--- config.mk ---
export PLATFORM = sky130hd
export DESIGN_NAME = tcs_timer
export DESIGN_NICKNAME = d
export VERILOG_FILES = /design/src/core/tcs_pkg.sv /design/src/core/tcs_pin_sync.sv /design/src/core/tcs_timer.sv
export SDC_FILE = /design/constraint.sdc
export NUM_CORES = 1
export LEC_CHECK = 0
export BUFFER_PORTS_ARGS = -buffer_cell sky130_fd_sc_hd__buf_2
export CORE_ASPECT_RATIO = 1.5
export CORE_MARGIN = 8
export CORE_UTILIZATION = 35
export CTS_CLUSTER_SIZE = 8
export DETAILED_ROUTE_END_ITERATION = 10
export SLEW_MARGIN = 25
export SYNTH_ARGS = -nofsm -noshare
export SYNTH_HDL_FRONTEND = slang
export SYNTH_SLANG_ARGS = --single-unit
--- constraint.sdc ---
create_clock -name core_clk_i -period 2.6 [get_ports core_clk_i]
set_input_delay 0.52 -clock core_clk_i [delete_from_list [all_inputs] [get_ports core_clk_i]]
set_output_delay 0.52 -clock core_clk_i [all_outputs]
set_load 0.03 [all_outputs]
--- src/core/tcs_pkg.sv ---
package tcs_pkg;

   // register byte addresses on the apb word grid
   localparam logic [15:0] ADDR_TIMER_CONTROL   = 16'hFFC8;
   localparam logic [15:0] ADDR_COUNT_VALUE     = 16'hFFCC;
   localparam logic [15:0] ADDR_SERIAL_TIMER    = 16'hFFD0;
   localparam logic [15:0] ADDR_COMPARE_A       = 16'hFFD4;
   localparam logic [15:0] ADDR_COMPARE_B       = 16'hFFD8;
   localparam logic [15:0] ADDR_IRQ_STATUS      = 16'hFFDC;
   localparam logic [15:0] ADDR_IRQ_CLEAR       = 16'hFFE0;
   localparam logic [15:0] ADDR_IRQ_ENABLE      = 16'hFFE4;

   localparam int          ADDR_WIDTH           = 16;
   localparam int          DATA_WIDTH           = 32;

   // values after reset and standby, and the top count value
   localparam logic [7:0]  TIMER_CONTROL_RST    = 8'h00;
   localparam logic [7:0]  SERIAL_TIMER_RST     = 8'h00;
   localparam logic [7:0]  COUNT_VALUE_RST      = 8'h00;
   localparam logic [7:0]  COMPARE_RST          = 8'hFF;
   localparam logic [7:0]  COUNT_MAX            = 8'hFF;

   // flag and enable positions, shared by status, clear and enable registers
   localparam int          BIT_MATCH_B          = 7;
   localparam int          BIT_MATCH_A          = 6;
   localparam int          BIT_OVERFLOW         = 5;
   localparam logic [7:0]  IRQ_BITS_MASK        = 8'hE0;

   // prescale select positions in the serial/timer control register
   localparam int          BIT_PRESCALE_1       = 1;
   localparam int          BIT_PRESCALE_0       = 0;
   localparam logic [7:0]  SERIAL_TIMER_MASK    = 8'h03;

   // prescaler divide ratios
   localparam int          DIV_CODE1_LO         = 8;
   localparam int          DIV_CODE1_HI         = 2;
   localparam int          DIV_CODE2_LO         = 64;
   localparam int          DIV_CODE2_HI         = 32;
   localparam int          DIV_CODE3_LO         = 1024;
   localparam int          DIV_CODE3_HI         = 256;
   localparam int          PRESCALE_WIDTH       = 10;

   typedef enum logic [1:0] {
      TCS_CLR_NEVER,
      TCS_CLR_MATCH_A,
      TCS_CLR_MATCH_B,
      TCS_CLR_EXT_PIN
   } tcs_clear_type;

   typedef enum logic [2:0] {
      TCS_CKS_STOP,
      TCS_CKS_INT1,
      TCS_CKS_INT2,
      TCS_CKS_INT3,
      TCS_CKS_OFF4,
      TCS_CKS_EXT_RISE,
      TCS_CKS_EXT_FALL,
      TCS_CKS_EXT_BOTH
   } tcs_clock_type;

   typedef struct packed {
      logic          match_b_irq_enable;
      logic          match_a_irq_enable;
      logic          overflow_irq_enable;
      tcs_clear_type clear_select;
      tcs_clock_type clock_select;
   } tcs_ctrl_type;

   typedef struct packed {
      logic rise;
      logic fall;
   } tcs_edge_type;

endpackage

--- src/core/tcs_pin_sync.sv ---
`timescale 1ns/1ps

// two-stage synchroniser for one pin plus edge detection on the clean copy
module tcs_pin_sync (
   input  wire logic               core_clk_i,
   input  wire logic               sys_rst_i,
   input  wire logic               pin_i,
   output tcs_pkg::tcs_edge_type   edge_o
);

   logic meta_r;
   logic sync_r;
   logic prev_r;

   always_ff @(posedge core_clk_i) begin
      if (sys_rst_i) begin
         meta_r <= 1'b0;
         sync_r <= 1'b0;
         prev_r <= 1'b0;
      end else begin
         meta_r <= pin_i;
         sync_r <= meta_r;
         prev_r <= sync_r;
      end
   end

   assign edge_o.rise = sync_r & ~prev_r;
   assign edge_o.fall = ~sync_r & prev_r;

endmodule // tcs_pin_sync

--- src/core/tcs_timer.sv ---
// Summary of operation
// - reset or standby loads the timer control register with zero
// - timer control is eight bits, every bit readable and writable
// - bit 7 enable passes compare-B flag to its interrupt request
// - bit 6 enable passes compare-A flag to its interrupt request
// - bit 5 enable passes overflow flag to its interrupt request
// - clear select 00 never, 01 on match A, 10 on match B
// - clear select 11 clears counter on external reset pin rising edge
// - clock source from three clock select bits plus two prescale bits
// - external clock codes pick rising, falling or both edges
// - internal sources count on falling edge of prescaled clock
// - clock select 000 stops the counter
// - code 001 counts clock/8, or clock/2 with prescale bit 0 set
// - code 010 with prescale bit 1 clear counts clock/64
// - wrap from FF to 00 sets the overflow flag
//
// Decided for this implementation: the APB interface to the registers.
`timescale 1ns/1ps

module tcs_timer #(
   parameter int DIV_CODE2_HI = tcs_pkg::DIV_CODE2_HI,
   parameter int DIV_CODE3_LO = tcs_pkg::DIV_CODE3_LO,
   parameter int DIV_CODE3_HI = tcs_pkg::DIV_CODE3_HI
) (
   input  wire logic                                core_clk_i,
   input  wire logic                                sys_rst_i,
   input  wire logic                                standby_i,
   input  wire logic                                psel_i,
   input  wire logic                                penable_i,
   input  wire logic                                pwrite_i,
   input  wire logic [tcs_pkg::ADDR_WIDTH-1:0]      paddr_i,
   input  wire logic [tcs_pkg::DATA_WIDTH-1:0]      pwdata_i,
   input  wire logic [3:0]                          pstrb_i,
   output logic                                     pready_o,
   output logic [tcs_pkg::DATA_WIDTH-1:0]           prdata_o,
   output logic                                     pslverr_o,
   input  wire logic                                ext_count_clock_in_i,
   input  wire logic                                ext_counter_reset_in_i,
   output logic                                     match_b_irq_o,
   output logic                                     match_a_irq_o,
   output logic                                     overflow_irq_o,
   output logic                                     irq_o
);

   tcs_pkg::tcs_ctrl_type                   timer_control_r;
   logic [7:0]                              serial_timer_control_r;
   logic [7:0]                              count_value_r;
   logic [7:0]                              compare_a_r;
   logic [7:0]                              compare_b_r;
   logic [7:0]                              irq_status_r;
   logic [7:0]                              irq_enable_r;
   logic [tcs_pkg::PRESCALE_WIDTH-1:0]      prescale_r;
   logic                                    pready_r;
   logic [tcs_pkg::DATA_WIDTH-1:0]          prdata_r;
   logic                                    pslverr_r;
   logic                                    match_b_irq_r;
   logic                                    match_a_irq_r;
   logic                                    overflow_irq_r;
   logic                                    irq_r;

   tcs_pkg::tcs_edge_type                   clk_edge;
   tcs_pkg::tcs_edge_type                   rst_edge;

   logic                                    setup_phase;
   logic                                    wr_en;
   logic                                    wr_lane0;
   logic                                    addr_hit;
   logic [7:0]                              wbyte;
   logic                                    count_tick;
   logic                                    match_a;
   logic                                    match_b;
   logic                                    clear_on_tick;
   logic                                    ext_clear;
   logic                                    overflow_evt;
   logic [7:0]                              count_nxt;
   logic [7:0]                              status_set;
   logic [7:0]                              status_clr;
   logic [7:0]                              read_nxt;

   // falling edge of bit log2(div)-1 of a free-running prescaler
   function automatic logic prescale_fall(
      input logic [tcs_pkg::PRESCALE_WIDTH-1:0] cnt,
      input int                                 div
   );
      logic [tcs_pkg::PRESCALE_WIDTH-1:0] low_mask;
      low_mask = tcs_pkg::PRESCALE_WIDTH'(div - 1);
      return (cnt & low_mask) == low_mask;
   endfunction

   function automatic logic addr_is(
      input logic [tcs_pkg::ADDR_WIDTH-1:0] addr,
      input logic [tcs_pkg::ADDR_WIDTH-1:0] target
   );
      return addr == target;
   endfunction

   tcs_pin_sync u_clk_sync (
      .core_clk_i (core_clk_i),
      .sys_rst_i  (sys_rst_i),
      .pin_i      (ext_count_clock_in_i),
      .edge_o     (clk_edge)
   );

   tcs_pin_sync u_rst_sync (
      .core_clk_i (core_clk_i),
      .sys_rst_i  (sys_rst_i),
      .pin_i      (ext_counter_reset_in_i),
      .edge_o     (rst_edge)
   );

   // apb decode: setup latches the answer, access phase carries pready
   assign setup_phase = psel_i & ~penable_i & ~pready_r;
   assign wr_en       = psel_i & penable_i & pready_r & pwrite_i & ~pslverr_r;
   assign wr_lane0    = wr_en & pstrb_i[0];
   assign wbyte       = pwdata_i[7:0];

   always_comb begin
      addr_hit = addr_is(paddr_i, tcs_pkg::ADDR_TIMER_CONTROL)
               | addr_is(paddr_i, tcs_pkg::ADDR_COUNT_VALUE)
               | addr_is(paddr_i, tcs_pkg::ADDR_SERIAL_TIMER)
               | addr_is(paddr_i, tcs_pkg::ADDR_COMPARE_A)
               | addr_is(paddr_i, tcs_pkg::ADDR_COMPARE_B)
               | addr_is(paddr_i, tcs_pkg::ADDR_IRQ_STATUS)
               | addr_is(paddr_i, tcs_pkg::ADDR_IRQ_CLEAR)
               | addr_is(paddr_i, tcs_pkg::ADDR_IRQ_ENABLE);
   end

   always_comb begin
      read_nxt = 8'h00;
      case (paddr_i)
         tcs_pkg::ADDR_TIMER_CONTROL: begin
            read_nxt = timer_control_r;
         end
         tcs_pkg::ADDR_COUNT_VALUE: begin
            read_nxt = count_value_r;
         end
         tcs_pkg::ADDR_SERIAL_TIMER: begin
            read_nxt = serial_timer_control_r;
         end
         tcs_pkg::ADDR_COMPARE_A: begin
            read_nxt = compare_a_r;
         end
         tcs_pkg::ADDR_COMPARE_B: begin
            read_nxt = compare_b_r;
         end
         tcs_pkg::ADDR_IRQ_STATUS: begin
            read_nxt = irq_status_r;
         end
         tcs_pkg::ADDR_IRQ_ENABLE: begin
            read_nxt = irq_enable_r;
         end
         default: begin
            read_nxt = 8'h00;
         end
      endcase
   end

   always_ff @(posedge core_clk_i) begin
      if (sys_rst_i) begin
         pready_r  <= 1'b0;
         pslverr_r <= 1'b0;
         prdata_r  <= 32'h00000000;
      end else if (setup_phase) begin
         pready_r  <= 1'b1;
         pslverr_r <= ~addr_hit;
         prdata_r  <= {24'h000000, read_nxt};
      end else begin
         pready_r  <= 1'b0;
         pslverr_r <= 1'b0;
         prdata_r  <= 32'h00000000;
      end
   end

   always_ff @(posedge core_clk_i) begin
      if (sys_rst_i || standby_i) begin
         timer_control_r <= tcs_pkg::TIMER_CONTROL_RST;
      end else if (wr_lane0 && addr_is(paddr_i, tcs_pkg::ADDR_TIMER_CONTROL)) begin
         timer_control_r <= wbyte;
      end
   end

   // only the two prescale bits exist; the rest read as zero
   always_ff @(posedge core_clk_i) begin
      if (sys_rst_i || standby_i) begin
         serial_timer_control_r <= tcs_pkg::SERIAL_TIMER_RST;
      end else if (wr_lane0 && addr_is(paddr_i, tcs_pkg::ADDR_SERIAL_TIMER)) begin
         serial_timer_control_r <= wbyte & tcs_pkg::SERIAL_TIMER_MASK;
      end
   end

   always_ff @(posedge core_clk_i) begin
      if (sys_rst_i || standby_i) begin
         compare_a_r <= tcs_pkg::COMPARE_RST;
         compare_b_r <= tcs_pkg::COMPARE_RST;
      end else if (wr_lane0) begin
         if (addr_is(paddr_i, tcs_pkg::ADDR_COMPARE_A)) begin
            compare_a_r <= wbyte;
         end
         if (addr_is(paddr_i, tcs_pkg::ADDR_COMPARE_B)) begin
            compare_b_r <= wbyte;
         end
      end
   end

   // prescaler runs free so a source switch does not restart its phase
   always_ff @(posedge core_clk_i) begin
      if (sys_rst_i || standby_i) begin
         prescale_r <= '0;
      end else begin
         prescale_r <= prescale_r + 1'b1;
      end
   end

   // source from clock select and prescale bits
   always_comb begin
      count_tick = 1'b0;
      case (timer_control_r.clock_select)
         tcs_pkg::TCS_CKS_STOP: begin
            count_tick = 1'b0;
         end
         tcs_pkg::TCS_CKS_INT1: begin
            if (serial_timer_control_r[tcs_pkg::BIT_PRESCALE_0]) begin
               count_tick = prescale_fall(prescale_r, tcs_pkg::DIV_CODE1_HI);
            end else begin
               count_tick = prescale_fall(prescale_r, tcs_pkg::DIV_CODE1_LO);
            end
         end
         tcs_pkg::TCS_CKS_INT2: begin
            if (serial_timer_control_r[tcs_pkg::BIT_PRESCALE_1]) begin
               count_tick = prescale_fall(prescale_r, DIV_CODE2_HI);
            end else begin
               count_tick = prescale_fall(prescale_r, tcs_pkg::DIV_CODE2_LO);
            end
         end
         tcs_pkg::TCS_CKS_INT3: begin
            if (serial_timer_control_r[tcs_pkg::BIT_PRESCALE_1]) begin
               count_tick = prescale_fall(prescale_r, DIV_CODE3_HI);
            end else begin
               count_tick = prescale_fall(prescale_r, DIV_CODE3_LO);
            end
         end
         tcs_pkg::TCS_CKS_EXT_RISE: begin
            count_tick = clk_edge.rise;
         end
         tcs_pkg::TCS_CKS_EXT_FALL: begin
            count_tick = clk_edge.fall;
         end
         tcs_pkg::TCS_CKS_EXT_BOTH: begin
            count_tick = clk_edge.rise | clk_edge.fall;
         end
         default: begin
            count_tick = 1'b0;
         end
      endcase
   end

   assign match_a = count_value_r == compare_a_r;
   assign match_b = count_value_r == compare_b_r;

   // clear on external reset rising edge
   always_comb begin
      clear_on_tick = 1'b0;
      ext_clear     = 1'b0;
      case (timer_control_r.clear_select)
         tcs_pkg::TCS_CLR_NEVER: begin
            clear_on_tick = 1'b0;
         end
         tcs_pkg::TCS_CLR_MATCH_A: begin
            clear_on_tick = match_a;
         end
         tcs_pkg::TCS_CLR_MATCH_B: begin
            clear_on_tick = match_b;
         end
         tcs_pkg::TCS_CLR_EXT_PIN: begin
            ext_clear = rst_edge.rise;
         end
         default: begin
            clear_on_tick = 1'b0;
         end
      endcase
   end

   assign overflow_evt = count_tick & ~clear_on_tick & ~ext_clear
                       & (count_value_r == tcs_pkg::COUNT_MAX);

   always_comb begin
      count_nxt = count_value_r;
      if (ext_clear) begin
         count_nxt = tcs_pkg::COUNT_VALUE_RST;
      end else if (count_tick) begin
         if (clear_on_tick) begin
            count_nxt = tcs_pkg::COUNT_VALUE_RST;
         end else begin
            count_nxt = count_value_r + 8'h01;
         end
      end
   end

   // a software write to the count beats any tick in that cycle
   always_ff @(posedge core_clk_i) begin
      if (sys_rst_i || standby_i) begin
         count_value_r <= tcs_pkg::COUNT_VALUE_RST;
      end else if (wr_lane0 && addr_is(paddr_i, tcs_pkg::ADDR_COUNT_VALUE)) begin
         count_value_r <= wbyte;
      end else begin
         count_value_r <= count_nxt;
      end
   end

   // matches are flagged only while the counter is running
   always_comb begin
      status_set = 8'h00;
      status_set[tcs_pkg::BIT_MATCH_B]  = match_b & count_tick;
      status_set[tcs_pkg::BIT_MATCH_A]  = match_a & count_tick;
      status_set[tcs_pkg::BIT_OVERFLOW] = overflow_evt;
   end

   assign status_clr = (wr_lane0 && addr_is(paddr_i, tcs_pkg::ADDR_IRQ_CLEAR)) ?
                       (wbyte & tcs_pkg::IRQ_BITS_MASK) : 8'h00;

   // sticky flags: a set in the clearing cycle survives
   always_ff @(posedge core_clk_i) begin
      if (sys_rst_i || standby_i) begin
         irq_status_r <= 8'h00;
      end else begin
         irq_status_r <= (irq_status_r & ~status_clr) | status_set;
      end
   end

   always_ff @(posedge core_clk_i) begin
      if (sys_rst_i || standby_i) begin
         irq_enable_r <= 8'h00;
      end else if (wr_lane0 && addr_is(paddr_i, tcs_pkg::ADDR_IRQ_ENABLE)) begin
         irq_enable_r <= wbyte & tcs_pkg::IRQ_BITS_MASK;
      end
   end

   always_ff @(posedge core_clk_i) begin
      if (sys_rst_i || standby_i) begin
         match_b_irq_r  <= 1'b0;
         match_a_irq_r  <= 1'b0;
         overflow_irq_r <= 1'b0;
         irq_r          <= 1'b0;
      end else begin
         match_b_irq_r  <= irq_status_r[tcs_pkg::BIT_MATCH_B]
                         & timer_control_r.match_b_irq_enable;
         match_a_irq_r  <= irq_status_r[tcs_pkg::BIT_MATCH_A]
                         & timer_control_r.match_a_irq_enable;
         overflow_irq_r <= irq_status_r[tcs_pkg::BIT_OVERFLOW]
                         & timer_control_r.overflow_irq_enable;
         irq_r          <= |(irq_status_r & irq_enable_r);
      end
   end

   assign pready_o       = pready_r;
   assign prdata_o       = prdata_r;
   assign pslverr_o      = pslverr_r;
   assign match_b_irq_o  = match_b_irq_r;
   assign match_a_irq_o  = match_a_irq_r;
   assign overflow_irq_o = overflow_irq_r;
   assign irq_o          = irq_r;

endmodule // tcs_timer

==> summary.txt <==
STA
  – Slew HR: a little over half
  – Clock Skews: around 0.0063 ns
  – TNS Setup: 0 ns
  – FMAX: 446 MHz
  – Least-Margin Pin Slew: around 0.68 ns
  – Setup violators final: 0
  – Final Max Tran Viols: 0
  – Period Utilization, post-route: approximately 86%
  – RSZ-0062 raised after global routing: false
  – Hold slack final: roughly 0.38 ns
  – Min cycle time layout: between 2 and 2.5 ns
  – Final Hold Fails: 0

Cells and area
  – Most frequent cells in the layout: 70 x dfxtp_1, 49 x nand2_1, 46 x buf_2, 44 x nand3_1
  – Fillcell total: approximately 1,100
  – Most common cell after layout, fill and taps aside: dfxtp_1
  – Layout area overhead: 19.0%
  – Nets: approximately 570
  – Share of cells above drive strength 1: ~19%
  – N_diodes: 0

Routing
  – Drt pass-1 iters: 5
  – DRT antenna net count: 0
  – Final WL: 10,700 µm
  – Vias per inst: roughly 5.3
  – Drt wl/cell: ~17 µm
  – DRC Markers: 0
  – Initial DRC count: ~260
  – DR vias: ~3,500

Global routing
  – Largest net degree at the start of global routing: 28
  – GR Overflow Total: 0
  – All-layer global routing usage: 15.6%
  – Vias in the first global route: about 3,400
  – First-pass GRT wire length: 17,200 µm
  – Initial antenna violation count: 0

Yosys
  – Primary FF master, synth: dfxtp_1
  – Largest area contributor in the netlist: dfxtp_1
  – Synth top area cells: dfxtp_1 38%, nand3_1 5.9%, buf_4 5.4%
  – Cell variety after synth: between 50 and 60
  – Synth top area share: a little under two fifths
  – Sequential area share after synthesis: approximately 38%
  – Synth Instances: between 400 and 500
  – Synthesized area: ~0.0037 mm²
  – Post-synth EDFFs: 0
  – YS warnings: 0
  – Synth Area per Inst: approximately 8.3 µm²
  – Async SR Flop Fraction: 0%
  – Seq cells post-synth: 70

Clock network
  – Clk_lat worst skew: around 0.34 ns
  – H-tree levels: 3
  – Post-CTS Setup Repair Bufs: 0
  – Clk buf depth: 2
  – CTS Sinks: 70
  – CTS tree: built
  – Reg clk slew, reported paths: roughly 0.06 ns
  – CTS Buf Count: 9
  – CTS resizes: 0
  – Clock root cell: clkbuf_16
  – Post-CTS Hold Fix Bufs: 0

Floorplanning
  – Die W: ~100 µm
  – Core ar.: about 0.010 mm²
  – # IOs: 98
  – Initial Utilization: 35.6%
  – Total die area: 0.0143 mm²
  – Row cnt: between 40 and 50
  – Die Span Y: approximately 140 µm

Critical path
  – FF-to-FF End: count_value_r[5]$_SDFFE_PP0P_
  – Worst Setup End Kind: flop
  – Startpoint type of the worst setup path: input pin
  – Reg2Reg Depth: 10
  – Crit path launch: paddr_i[11]
  – Arr. time, crit path: 2.44 ns
  – Reg-to-reg critical path startpoint: prescale_r[0]$_SDFF_PP0_
  – CP Class: in -> reg
  – CP endpoint: compare_a_r[2]$_SDFFE_PP1P_
  – Reg2Reg Setup Slack: 0.38 ns
  – Crit-path max FO: 16
  – Worst EP required: between 2 and 3 ns

Placed design
  – Hpwl dp: approximately 8300 µm
  – Routability cong.: 0.902
  – IO Port Bufs: 46

Power and ir drop
  – Pleak: 1.71 nW
  – Pwr Density: around 620 mW/mm²
  – Max VDD drop: 352 µV

Run
  – Max-cap violations: 0

Min path
  – Hold WC Path Type: in -> reg

Outcome
  – Outcome: complete, no violations
layer usage:
metal | vias up | wire, µm | share of wire (%) | track usage, %
li1 | 1656 | - | - | -
met1 | 1636 | 4070 | 38 | 15.7
met2 | 132 | 5450 | 51 | 27.3
met3 | 28 | 751 | 7.0 | 4.85
met4 | 0 | 466 | 4.3 | 9.28
met5 | - | 0 | 0 | 0
stage by stage:
stage          power (mW)  area (µm²)  utilization [%]  cells  setup WS [ns]
4_1_cts              2.77        4440             42.4    649          0.384
6_report             2.74        4440             42.4    649          0.359
2_1_floorplan        1.22        3820                -    472          0.444
3_3_place_gp         1.25        4070             38.9    633          0.108
3_5_place_dp         1.25        4070             38.9    633         0.0865
5_1_grt              2.83        4440             42.4    649          0.256
flip-flops by register name, indices dropped and copies added (netlist names), 2 cells and up:
register,cells
irq_enable_r,3
prescale_r,10
serial_timer_control_r,2
prdata_o,8
compare_a_r,8
irq_status_r,3
timer_control_r,8
count_value_r,8
compare_b_r,8
worst min-delay path by stage:
stage,cells past startpoint,slack [ns],end,from
floorplan,1,0.41,u_clk_sync.sync_r$_SDFF_PP0_,u_clk_sync.meta_r$_SDFF_PP0_
global placement,1,0.42,u_clk_sync.sync_r$_SDFF_PP0_,u_clk_sync.meta_r$_SDFF_PP0_
detailed placement,1,0.43,u_rst_sync.sync_r$_SDFF_PP0_,u_rst_sync.meta_r$_SDFF_PP0_
CTS,2,0.37,pready_o$_SDFF_PP0_,penable_i
global route,2,0.39,pready_o$_SDFF_PP0_,penable_i
finish,2,0.38,pready_o$_SDFF_PP0_,penable_i
power by group:
part	internal (mW)	switching [mW]
sequential	1.08	0.00334
clock	1.04	0.473
combinational	0.0368	0.112
total	2.15	0.589
final cells by class:
class                           count  area, µm²  share of cell area, %
Clock inverter                      7        145                   3.27
Multi-Input combinational cell    345       2070                   46.6
Clock buffer                        9        225                   5.07
Inverter                            9       33.8                  0.761
Sequential cell                    70       1400                   31.5
Timing Repair Buffer               65        385                   8.68
Tap cell                          144        180                   4.06
Yosys cell counts, types with 3 or more instances:
cell	n
or3_1	4
nand2b_1	6
nor2b_1	7
or2_2	3
nor3_1	7
ha_1	9
clkbuf_1	11
nor2_1	32
and2_1	3
buf_2	6
mux2i_1	3
a22oi_1	12
buf_6	3
or4_1	4
inv_1	9
nand3_1	44
o22ai_1	4
o21ai_0	12
mux2_2	3
buf_4	27
nor4_1	4
dfxtp_1	70
nand4_1	9
xnor2_1	20
nand2_1	49
a222oi_1	8
and3_1	10
a21oi_1	32
a31oi_1	3
worst max-delay path, cell delays in order:
cell	delay [ns]
buf_2	0.08
nand4_1	0.13
or4_1	0.49
buf_4	0.21
nor4_4	0.24
buf_4	0.27
nand2_1	0.27
nand2_1	0.15
nand3_1	0.08
kinds of logic (layout without fill, tap and decap cells):
kind of cell	Yosys count	count (layout)	synth area share [%]
AND/OR/NAND/NOR	197	197	28.0
multiplexers	6	6	1.71
other	1	24	0.101
AO/OA/AOI/OAI	87	87	15.2
buffers and inverters	57	90	9.26
adder cells (fa/ha/maj)	9	9	3.02
flip-flops	70	70	37.6
XOR/XNOR	22	22	5.16
Note: power is estimated with default switching activity, not from simulation.
